`config.mk`:
```
export PLATFORM = sky130hd
export DESIGN_NAME = bccw_top
export DESIGN_NICKNAME = d
export VERILOG_FILES = /design/src/rtl/bccw_bcd_pair.v /design/src/rtl/bccw_wake_timer.v /design/src/rtl/bccw_top.v
export VERILOG_INCLUDE_DIRS = /design/src /design/src/rtl
export SDC_FILE = /design/constraint.sdc
export NUM_CORES = 1
export LEC_CHECK = 0
export BUFFER_PORTS_ARGS = -buffer_cell sky130_fd_sc_hd__buf_2
export CAP_MARGIN = 10
export CORE_MARGIN = 3
export CORE_UTILIZATION = 35
export CTS_CLUSTER_DIAMETER = 150
export DETAILED_ROUTE_END_ITERATION = 8
export PLACE_DENSITY = 0.56
export SLEW_MARGIN = 25
export SYNTH_ARGS = -nofsm -noshare
export SYNTH_HDL_FRONTEND = slang
export SYNTH_SLANG_ARGS = --single-unit
```
`constraint.sdc`:
```
create_clock -name clk_i -period 4.2 [get_ports clk_i]
set_clock_uncertainty 0.15 [all_clocks]
set_input_delay 0.42 -clock clk_i [delete_from_list [all_inputs] [get_ports clk_i]]
set_output_delay 0.42 -clock clk_i [all_outputs]
set_load 0.05 [all_outputs]
```
`src/rtl/bccw_consts.vh`:
```
`ifndef BCCW_CONSTS_VH
`define BCCW_CONSTS_VH

// register byte addresses (16-bit registers, low byte at even address)
`define BCCW_ADDR_TIME 7'h2E
`define BCCW_ADDR_DATE 7'h30
`define BCCW_ADDR_YEAR 7'h32
`define BCCW_ADDR_WTIME 7'h34
`define BCCW_ADDR_WDATE 7'h36
`define BCCW_ADDR_GCMD 7'h4A

// reset values
`define BCCW_RST_TIME 16'h0000
`define BCCW_RST_DATE 16'h0000
`define BCCW_RST_YEAR 16'h0000
`define BCCW_RST_WTIME 16'h0000
`define BCCW_RST_WDATE 16'h0000

// field positions
`define BCCW_HOUR_MSB 13
`define BCCW_HOUR_LSB 8
`define BCCW_MIN_MSB 6
`define BCCW_MIN_LSB 0
`define BCCW_MONTH_MSB 12
`define BCCW_WMONTH_MSB 13
`define BCCW_MONTH_LSB 8
`define BCCW_DAY_MSB 5
`define BCCW_DAY_LSB 0
`define BCCW_YEAR_MSB 7
`define BCCW_YEAR_LSB 0
`define BCCW_WAKE_EN_BIT 15
`define BCCW_GCMD_STANDBY_BIT 2
`define BCCW_GCMD_WAKE_BIT 8

// bcd limits of the minute, hour, month and year pairs; the day maximum comes from days_max
`define BCCW_MIN_MAX 8'h59
`define BCCW_HOUR_MAX 8'h23
`define BCCW_MONTH_MAX 8'h12
`define BCCW_YEAR_MAX 8'h99
`define BCCW_ZERO_MIN 8'h00
`define BCCW_ONE_MIN 8'h01

// timing
`define BCCW_CLK_HZ 64'd100000000
`define BCCW_MINUTE_S 64'd60
`define BCCW_WAKE_TIME_NS 64'd200000
`define BCCW_NS_PER_S 64'd1000000000
`define BCCW_MINUTE_CYCLES (`BCCW_MINUTE_S * `BCCW_CLK_HZ)
// 0.2 ms at 100 MHz, sized to the 32-bit timer so nothing is cut silently
`define BCCW_WAKE_CYCLES 32'd20000

`endif

```
`src/rtl/bccw_bcd_pair.v`:
```
`timescale 1ns/1ns
module bccw_bcd_pair (
    input wire clk_i,
    input wire arst_n_i,
    input wire inc_i,
    input wire load_i,
    input wire [7:0] load_val_i,
    input wire [7:0] min_i,
    input wire [7:0] max_i,
    output reg [7:0] val_o,
    output wire wrap_o
);
    reg [7:0] val_d;

    // out-of-range values written by software still roll over
    assign wrap_o = inc_i & (val_o >= max_i);

    always @* begin
        val_d = val_o;
        if (load_i) begin
            val_d = load_val_i;
        end else if (inc_i) begin
            if (val_o >= max_i) begin
                val_d = min_i;
            end else if (val_o[3:0] >= 4'h9) begin
                val_d = {val_o[7:4] + 4'h1, 4'h0};
            end else begin
                val_d = {val_o[7:4], val_o[3:0] + 4'h1};
            end
        end
    end

    always @(posedge clk_i or negedge arst_n_i) begin
        if (!arst_n_i) begin
            val_o <= 8'h00;
        end else begin
            val_o <= val_d;
        end
    end
endmodule // bccw_bcd_pair

```
`src/rtl/bccw_wake_timer.v`:
```
`timescale 1ns/1ns
module bccw_wake_timer #(
    parameter [31:0] CYCLES = 32'd20000
) (
    input wire clk_i,
    input wire arst_n_i,
    input wire start_i,
    output reg done_o
);
    reg [31:0] cnt_q;
    reg run_q;

    always @(posedge clk_i or negedge arst_n_i) begin
        if (!arst_n_i) begin
            cnt_q <= 32'h0;
            run_q <= 1'b0;
            done_o <= 1'b0;
        end else begin
            done_o <= 1'b0;
            if (start_i) begin
                cnt_q <= CYCLES - 32'd1;
                run_q <= 1'b1;
            end else if (run_q) begin
                if (cnt_q == 32'h0) begin
                    run_q <= 1'b0;
                    done_o <= 1'b1;
                end else begin
                    cnt_q <= cnt_q - 32'd1;
                end
            end
        end
    end
endmodule // bccw_wake_timer

```
`src/rtl/bccw_top.v`:
```
`timescale 1ns/1ns
`include "bccw_consts.vh"
module bccw_top #(
    parameter [63:0] MINUTE_CYCLES = `BCCW_MINUTE_CYCLES,
    parameter [31:0] WAKE_CYCLES = `BCCW_WAKE_CYCLES
) (
    input wire clk_i,
    input wire arst_n_i,
    input wire [6:0] reg_addr_i,
    input wire [15:0] reg_wdata_i,
    input wire reg_wr_i,
    input wire reg_rd_i,
    output reg [15:0] reg_rdata_o,
    output reg reg_rvalid_o,
    input wire event_capture_i,
    output reg [15:0] stamp_time_o,
    output reg [15:0] stamp_date_o,
    output reg [15:0] stamp_year_o,
    output reg stamp_valid_o,
    output wire standby_o,
    output wire busy_o,
    output reg wake_event_o
);
    ////////////////////////////////////////////////////////////////////////////
    localparam [2:0] ST_RUN = 3'b001;
    localparam [2:0] ST_STBY = 3'b010;
    localparam [2:0] ST_WAKE = 3'b100;

    localparam IDX_MIN = 0;
    localparam IDX_HOUR = 1;
    localparam IDX_DAY = 2;
    localparam IDX_MON = 3;
    localparam IDX_YEAR = 4;

    // bit 0 of the address is ignored; the word is taken whole
    function sel;
        input [6:0] addr;
        input [6:0] target;
        begin
            sel = (addr[6:1] == target[6:1]);
        end
    endfunction

    // last day of a month, bcd; year 00 counts as leap
    function [7:0] days_max;
        input [7:0] month;
        input [7:0] year;
        reg leap;
        begin
            leap = year[4] ? ((year[3:0] == 4'h2) || (year[3:0] == 4'h6))
                           : ((year[3:0] == 4'h0) || (year[3:0] == 4'h4) ||
                              (year[3:0] == 4'h8));
            case (month)
                8'h02: days_max = leap ? 8'h29 : 8'h28;
                8'h04, 8'h06, 8'h09, 8'h11: days_max = 8'h30;
                default: days_max = 8'h31;
            endcase
        end
    endfunction

    ////////////////////////////////////////////////////////////////////////////
    reg [2:0] state_q;
    reg [2:0] state_d;
    reg [63:0] presc_q;
    reg minute_tick_q;
    reg [15:0] wtime_q;
    reg [15:0] wdate_q;
    reg match_q;
    wire wake_done;
    wire wr_ok;
    wire wr_time;
    wire wr_date;
    wire wr_year;
    wire wr_wtime;
    wire wr_wdate;
    wire wr_gcmd;
    wire cmd_standby;
    wire cmd_wake;
    wire alarm_hit;
    wire match;
    wire [4:0] inc;
    wire [4:0] load;
    wire [4:0] wrap;
    wire [39:0] load_val;
    wire [39:0] min_val;
    wire [39:0] max_val;
    wire [39:0] cal;
    wire [15:0] time_rd;
    wire [15:0] date_rd;
    wire [15:0] year_rd;

    assign standby_o = state_q[1];
    assign busy_o = state_q[2];

    ////////////////////////////////////////////////////////////////////////////
    // register port decode; requests are dropped while waking
    assign wr_ok = reg_wr_i & ~state_q[2];
    assign wr_time = wr_ok & sel(reg_addr_i, `BCCW_ADDR_TIME);
    assign wr_date = wr_ok & sel(reg_addr_i, `BCCW_ADDR_DATE);
    assign wr_year = wr_ok & sel(reg_addr_i, `BCCW_ADDR_YEAR);
    assign wr_wtime = wr_ok & sel(reg_addr_i, `BCCW_ADDR_WTIME);
    assign wr_wdate = wr_ok & sel(reg_addr_i, `BCCW_ADDR_WDATE);
    assign wr_gcmd = wr_ok & sel(reg_addr_i, `BCCW_ADDR_GCMD);
    assign cmd_standby = wr_gcmd & reg_wdata_i[`BCCW_GCMD_STANDBY_BIT];
    assign cmd_wake = wr_gcmd & reg_wdata_i[`BCCW_GCMD_WAKE_BIT];

    ////////////////////////////////////////////////////////////////////////////
    // minute prescaler; a time write restarts the minute
    always @(posedge clk_i or negedge arst_n_i) begin
        if (!arst_n_i) begin
            presc_q <= 64'h0;
            minute_tick_q <= 1'b0;
        end else begin
            minute_tick_q <= 1'b0;
            if (wr_time) begin
                presc_q <= 64'h0;
            end else if (presc_q >= MINUTE_CYCLES - 64'd1) begin
                presc_q <= 64'h0;
                minute_tick_q <= 1'b1;
            end else begin
                presc_q <= presc_q + 64'd1;
            end
        end
    end

    ////////////////////////////////////////////////////////////////////////////
    // calendar chain: minute, hour, day, month, year
    assign inc = {wrap[3:0], minute_tick_q};
    assign load = {wr_year, wr_date, wr_date, wr_time, wr_time};
    assign load_val[IDX_MIN*8 +: 8] = {1'b0, reg_wdata_i[`BCCW_MIN_MSB:`BCCW_MIN_LSB]};
    assign load_val[IDX_HOUR*8 +: 8] =
        {2'b00, reg_wdata_i[`BCCW_HOUR_MSB:`BCCW_HOUR_LSB]};
    assign load_val[IDX_DAY*8 +: 8] = {2'b00, reg_wdata_i[`BCCW_DAY_MSB:`BCCW_DAY_LSB]};
    assign load_val[IDX_MON*8 +: 8] =
        {3'b000, reg_wdata_i[`BCCW_MONTH_MSB:`BCCW_MONTH_LSB]};
    assign load_val[IDX_YEAR*8 +: 8] = reg_wdata_i[`BCCW_YEAR_MSB:`BCCW_YEAR_LSB];
    assign min_val = {`BCCW_ZERO_MIN, `BCCW_ONE_MIN, `BCCW_ONE_MIN, `BCCW_ZERO_MIN,
                      `BCCW_ZERO_MIN};
    // 24-hour roll at 23, day limit from month and leap year
    assign max_val = {`BCCW_YEAR_MAX, `BCCW_MONTH_MAX,
                      days_max(cal[IDX_MON*8 +: 8], cal[IDX_YEAR*8 +: 8]),
                      `BCCW_HOUR_MAX, `BCCW_MIN_MAX};

    genvar gi;
    generate
        for (gi = 0; gi < 5; gi = gi + 1) begin : g_pair
            bccw_bcd_pair u_pair (
                .clk_i(clk_i),
                .arst_n_i(arst_n_i),
                .inc_i(inc[gi]),
                .load_i(load[gi]),
                .load_val_i(load_val[gi*8 +: 8]),
                .min_i(min_val[gi*8 +: 8]),
                .max_i(max_val[gi*8 +: 8]),
                .val_o(cal[gi*8 +: 8]),
                .wrap_o(wrap[gi])
            );
        end
    endgenerate

    // register images, unused bits read zero
    assign time_rd = {2'b00, cal[IDX_HOUR*8 +: 6], 1'b0, cal[IDX_MIN*8 +: 7]};
    assign date_rd = {3'b000, cal[IDX_MON*8 +: 5], 2'b00, cal[IDX_DAY*8 +: 6]};
    assign year_rd = {8'h00, cal[IDX_YEAR*8 +: 8]};

    ////////////////////////////////////////////////////////////////////////////
    // wake registers
    always @(posedge clk_i or negedge arst_n_i) begin
        if (!arst_n_i) begin
            wtime_q <= `BCCW_RST_WTIME;
            wdate_q <= `BCCW_RST_WDATE;
        end else begin
            if (wr_wtime) begin
                wtime_q <= {reg_wdata_i[`BCCW_WAKE_EN_BIT], 1'b0,
                            reg_wdata_i[`BCCW_HOUR_MSB:`BCCW_HOUR_LSB], 1'b0,
                            reg_wdata_i[`BCCW_MIN_MSB:`BCCW_MIN_LSB]};
            end
            if (wr_wdate) begin
                wdate_q <= {2'b00, reg_wdata_i[`BCCW_WMONTH_MSB:`BCCW_MONTH_LSB], 2'b00,
                            reg_wdata_i[`BCCW_DAY_MSB:`BCCW_DAY_LSB]};
            end
        end
    end

    // exact compare; only the first cycle of a match fires, so entering
    // standby inside the matching minute does not wake at once
    assign match = (wtime_q[`BCCW_HOUR_MSB:`BCCW_HOUR_LSB] == time_rd[13:8]) &&
                   (wtime_q[`BCCW_MIN_MSB:`BCCW_MIN_LSB] == time_rd[6:0]) &&
                   (wdate_q[`BCCW_WMONTH_MSB:`BCCW_MONTH_LSB] == {1'b0, date_rd[12:8]}) &&
                   (wdate_q[`BCCW_DAY_MSB:`BCCW_DAY_LSB] == date_rd[5:0]);
    assign alarm_hit = wtime_q[`BCCW_WAKE_EN_BIT] & match & ~match_q;

    always @(posedge clk_i or negedge arst_n_i) begin
        if (!arst_n_i) begin
            match_q <= 1'b0;
        end else begin
            match_q <= match;
        end
    end

    ////////////////////////////////////////////////////////////////////////////
    // power state
    always @* begin
        state_d = state_q;
        case (state_q)
            ST_RUN: begin
                if (cmd_wake) begin
                    state_d = ST_WAKE;
                end else if (cmd_standby) begin
                    state_d = ST_STBY;
                end
            end
            ST_STBY: begin
                if (cmd_wake || alarm_hit) begin
                    state_d = ST_WAKE;
                end
            end
            ST_WAKE: begin
                if (wake_done) begin
                    state_d = ST_RUN;
                end
            end
            default: begin
                state_d = ST_RUN;
            end
        endcase
    end

    always @(posedge clk_i or negedge arst_n_i) begin
        if (!arst_n_i) begin
            state_q <= ST_RUN;
            wake_event_o <= 1'b0;
        end else begin
            state_q <= state_d;
            wake_event_o <= state_q[1] & state_d[2];
        end
    end

    bccw_wake_timer #(
        .CYCLES(WAKE_CYCLES)
    ) u_wake_timer (
        .clk_i(clk_i),
        .arst_n_i(arst_n_i),
        .start_i(state_d[2] & ~state_q[2]),
        .done_o(wake_done)
    );

    ////////////////////////////////////////////////////////////////////////////
    // read port, one cycle latency; unmapped and command reads give zero
    always @(posedge clk_i or negedge arst_n_i) begin
        if (!arst_n_i) begin
            reg_rdata_o <= 16'h0000;
            reg_rvalid_o <= 1'b0;
        end else begin
            reg_rvalid_o <= reg_rd_i & ~state_q[2];
            if (reg_rd_i && !state_q[2]) begin
                if (sel(reg_addr_i, `BCCW_ADDR_TIME)) begin
                    reg_rdata_o <= time_rd;
                end else if (sel(reg_addr_i, `BCCW_ADDR_DATE)) begin
                    reg_rdata_o <= date_rd;
                end else if (sel(reg_addr_i, `BCCW_ADDR_YEAR)) begin
                    reg_rdata_o <= year_rd;
                end else if (sel(reg_addr_i, `BCCW_ADDR_WTIME)) begin
                    reg_rdata_o <= wtime_q;
                end else if (sel(reg_addr_i, `BCCW_ADDR_WDATE)) begin
                    reg_rdata_o <= wdate_q;
                end else begin
                    reg_rdata_o <= 16'h0000;
                end
            end
        end
    end

    ////////////////////////////////////////////////////////////////////////////
    // event header stamp
    always @(posedge clk_i or negedge arst_n_i) begin
        if (!arst_n_i) begin
            stamp_time_o <= 16'h0000;
            stamp_date_o <= 16'h0000;
            stamp_year_o <= 16'h0000;
            stamp_valid_o <= 1'b0;
        end else begin
            stamp_valid_o <= event_capture_i;
            if (event_capture_i) begin
                stamp_time_o <= time_rd;
                stamp_date_o <= date_rd;
                stamp_year_o <= year_rd;
            end
        end
    end
endmodule // bccw_top

```
==> impl_metrics.csv <==
group,metric,value,unit
run_status,status,"finished, final reports clean",
cts,post_cts_buffers,0,
timing,hold_slack,0.0496,ns
cts,cts_resized,0,
routing,postRouteAntennaNets,0,
placed_design,post-place-ws,0.553,ns
cells_and_area,diodes,0,
routing,drc,0,
routing,wirelength,25700,um
timing,setup_ws,0.540,ns
routing,drt_iter0_markers,590,
timing,final.setup.tns,0,ns
cts,clk_latency,0.55,ns
worst_setup_path,critPathMaxFanout,9,
routing,wire_per_inst,16.5,um
synth,yosysSeqAreaShare,50.4,%
routing,routed_via_density,5.04,
cts,clock-root-buffer,"clkbuf_16",
cts,cts.sinks,219,
timing,period_share,87.2,%
cts,numCtsBuffers,27,
synth,syn_area,0.0109,mm^2
cells_and_area,area_growth_syn_to_layout,17.2,%
worst_setup_path,crit_family,"compound AO/OA/AOI/OAI gates",
cts,cts_buffer_depth,3,
timing,relSlewSlack,38.8,%
timing,drv_slew,0,
synth,synth_cell_types,76,
worst_setup_path,arrival,3.94,ns
floorplan,start_util,36.1,%
timing,setup_viol,0,
worst_setup_path,crit_buf_inv,1,
synth,synth_seq_cells,219,
timing,max_freq,273,MHz
floorplan,die_area,0.0332,mm^2
synth,synth_cells,1031,
pwr,power_density,542,mW/mm^2
synth,avgSynthCellArea,10.5,um^2
timing,finalCriticalPeriod,3.66,ns
global_route,antenna_found_initial,0,
global_route,first_global_vias,7780,
worst_setup_path,critPathSlowestCell,"dfrtp_1",
floorplan,die_w,182,um
synth,synth_edf_count,0,
min_path,hp-class,"primary input to register",
floorplan,num_rows,63,
cells_and_area,fin_util,42.3,%
timing,worst_slew_pin_slew,0.911,ns
pwr,cell_internal_pwr,4.50,mW
global_route,grt_pass1_wl,42600,um
cts,path_clk_slew,0.06,ns
timing,rsz0062_at_grt,"false",
cells_and_area,drive_above_1_share,19.2,%
worst_setup_path,critPathCaptureType,"register",
job,maxCapViolations,0,
placed_design,portBuffers,77,
pwr,p_comb_share,24.6,%
synth,yosys_warnings,0,
pwr,power.share.clock,34.3,%
cts,htreeDepth,1,
pwr,power.leakage,5.56,nW
routing,dr.pass1.iters,4,
cts,cts_tree,"built",
global_route,grt_overflow_total,0,
worst_setup_path,path_cells,"inv_1 > ha_1 > o211ai_1 > o21ai_0 > a32oi_1 > nor3_1 > mux2i_1 > ha_1 > nor4b_1 > nor2_1 > o211ai_1 > and2_1 > nor4_1 > a221o_1",
floorplan,fp.dieH,182,um
pwr,switching_share,34.9,%
timing,hold_viol,0,
pwr,switching_power,2.41,mW
worst_setup_path,worstPathRequired,4.48,ns
worst_setup_path,start_kind,"register",
worst_setup_path,path_class,"register to register",
synth,synthFlopType,"dfrtp_1",
routing,vias,7827,
global_route,grt_max_degree,120,
worst_setup_path,slowest_delay,0.54,ns
global_route,grtUsageTotal,15.7,%
synth,ys_async_sr_fraction,100,%
pwr,power_frac_seq,41.1,%
pwr,vdd.ir_drop.worst,0.388,mV
placed_design,gp_congestion,0.824,
placed_design,dp_hpwl,17600,um
floorplan,core,0.0301,mm^2
cells_and_area,nets,1205,
floorplan,pin_count,97,
[synth_stat cells (all sizes together), types with 11 or more instances]
cell	n	area, um^2
dfrtp	218	5460
nor2	124	473
nand2	73	274
mux2	62	698
xor2	55	482
o21ai	43	223
inv	36	135
nand3	36	180
ha	34	425
buf	32	203
nor4	28	181
clkbuf	27	101
a21oi	23	115
xnor2	22	193
nor3	21	121
nand4	18	113
a22oi	15	113
nand2b	14	87.6
or4	11	86.3
[per-layer routing]
metal / GRT usage, % / part of all wire (%) / wire length, um
met1: 21.5 / 46 / 11900
met3: 3.27 / 4.8 / 1240
met2: 25.3 / 47 / 12000
met4: 4.11 / 2.3 / 586
met5: 0 / 0 / 0
[what timing repair did]
action | CTS | global route
endpoints found under the hold margin | 121 | 0
hold buffers | 6 | 0
endpoints found under the setup margin | 0 | 0
[state kept, by name, indices dropped and copies added, names as in the netlist, 3 cells and up]
name and flops:
presc_q 64, g_pair.u_pair.val_o 40, u_wake_timer.cnt_q 32, reg_rdata_o 15, wtime_q 14, stamp_time_o 13, wdate_q 12, stamp_date_o 11
stamp_year_o 8, state_q 3
[worst register-to-register path: cells and delay by family (launching register included)]
family                     cells  cell delay [ns]
AOI/OAI and AO/OA              5             1.17
and+or+nand+nor                5             0.87
DFF                            1             0.54
adders and majority gates      2             0.50
buffers and inverters          1             0.15
muxes                          1             0.14
[cells by family (layout without fill, tap and decap cells)]
family	after synthesis	in the layout	share of synthesized area, %
and+or+nand+nor	383	383	18.0
muxes	71	71	7.94
adders and majority gates	34	34	3.91
buffers and inverters	95	181	4.04
AOI/OAI and AO/OA	151	151	9.49
other	1	48	0.0345
DFF	219	219	50.4
xor gates and xnor gates	77	77	6.20
[layout make-up]
cell class,instances,area [um^2]
multi-input cells,764,5140
fillers,2937,17400
inverters,36,135
well taps,390,488
repair buffers,95,558
clock buffers,39,831
flip-flops and latches,219,5480
clock inverters,11,105
[metrics by stage]
step                total power [mW]  cell area, um^2  instances
finish                          6.91            12700       1554
global route                    7.32            12700       1554
CTS                             7.00            12700       1554
detailed placement              4.58            11700       1498
global placement                4.56            11700       1498
floorplan                       4.03            11100       1078
[path summary, 6_finish.rpt]
kind                                                         end                                   from  depth (start not counted)  slack (ns)
max in group asynchronous                  presc_q[13]$_DFF_PN0_                               arst_n_i                          3        2.56
max reg2reg                g_pair[3].u_pair.val_o[3]$_DFFE_PN0P_  g_pair[3].u_pair.val_o[0]$_DFFE_PN0P_                         14        0.54
max                        g_pair[3].u_pair.val_o[3]$_DFFE_PN0P_  g_pair[3].u_pair.val_o[0]$_DFFE_PN0P_                         14        0.54
min                        g_pair[2].u_pair.val_o[0]$_DFFE_PN0P_                         reg_wdata_i[0]                          3        0.05
min in group asynchronous            stamp_date_o[8]$_DFFE_PN0P_                               arst_n_i                          2        0.41
min reg2reg                           reg_rdata_o[1]$_DFFE_PN0P_             reg_rdata_o[1]$_DFFE_PN0P_                          2        0.32
[layout by cell type (no fill, tap or decap), types with 5 or more instances in the layout]
cell type,instances
nand4b_1,8
a221oi_1,5
and2_1,6
a22oi_1,15
nor3_1,19
o211ai_1,6
buf_4,11
o31ai_1,5
xor2_1,55
o21ai_0,41
mux2_2,62
nand3b_1,8
nand3_1,36
nor2b_1,5
and3_1,5
clkbuf_16,27
clkinv_2,6
clkbuf_8,11
nor2_1,123
dlygate4sd3_1,6
or4_1,10
nand2_1,73
or3_1,7
conb_1,48
nand2b_1,14
xnor2_1,22
buf_2,76
a21oi_1,23
nand4_1,18
ha_1,34
dfrtp_1,218
a31oi_1,8
nor4_1,26
mux4_2,6
inv_1,36
a22o_1,6
[power by group through the flow]
stage / registers, mW / clock network, mW / logic (mW)
finish: 2.84 / 2.37 / 1.70
global route: 2.90 / 2.53 / 1.89
CTS: 2.84 / 2.44 / 1.72
detailed placement: 2.88 / 0 / 1.70
global placement: 2.87 / 0 / 1.69
floorplan: 3.06 / 0 / 0.974
Note: power is estimated with default switching activity, not from simulation.
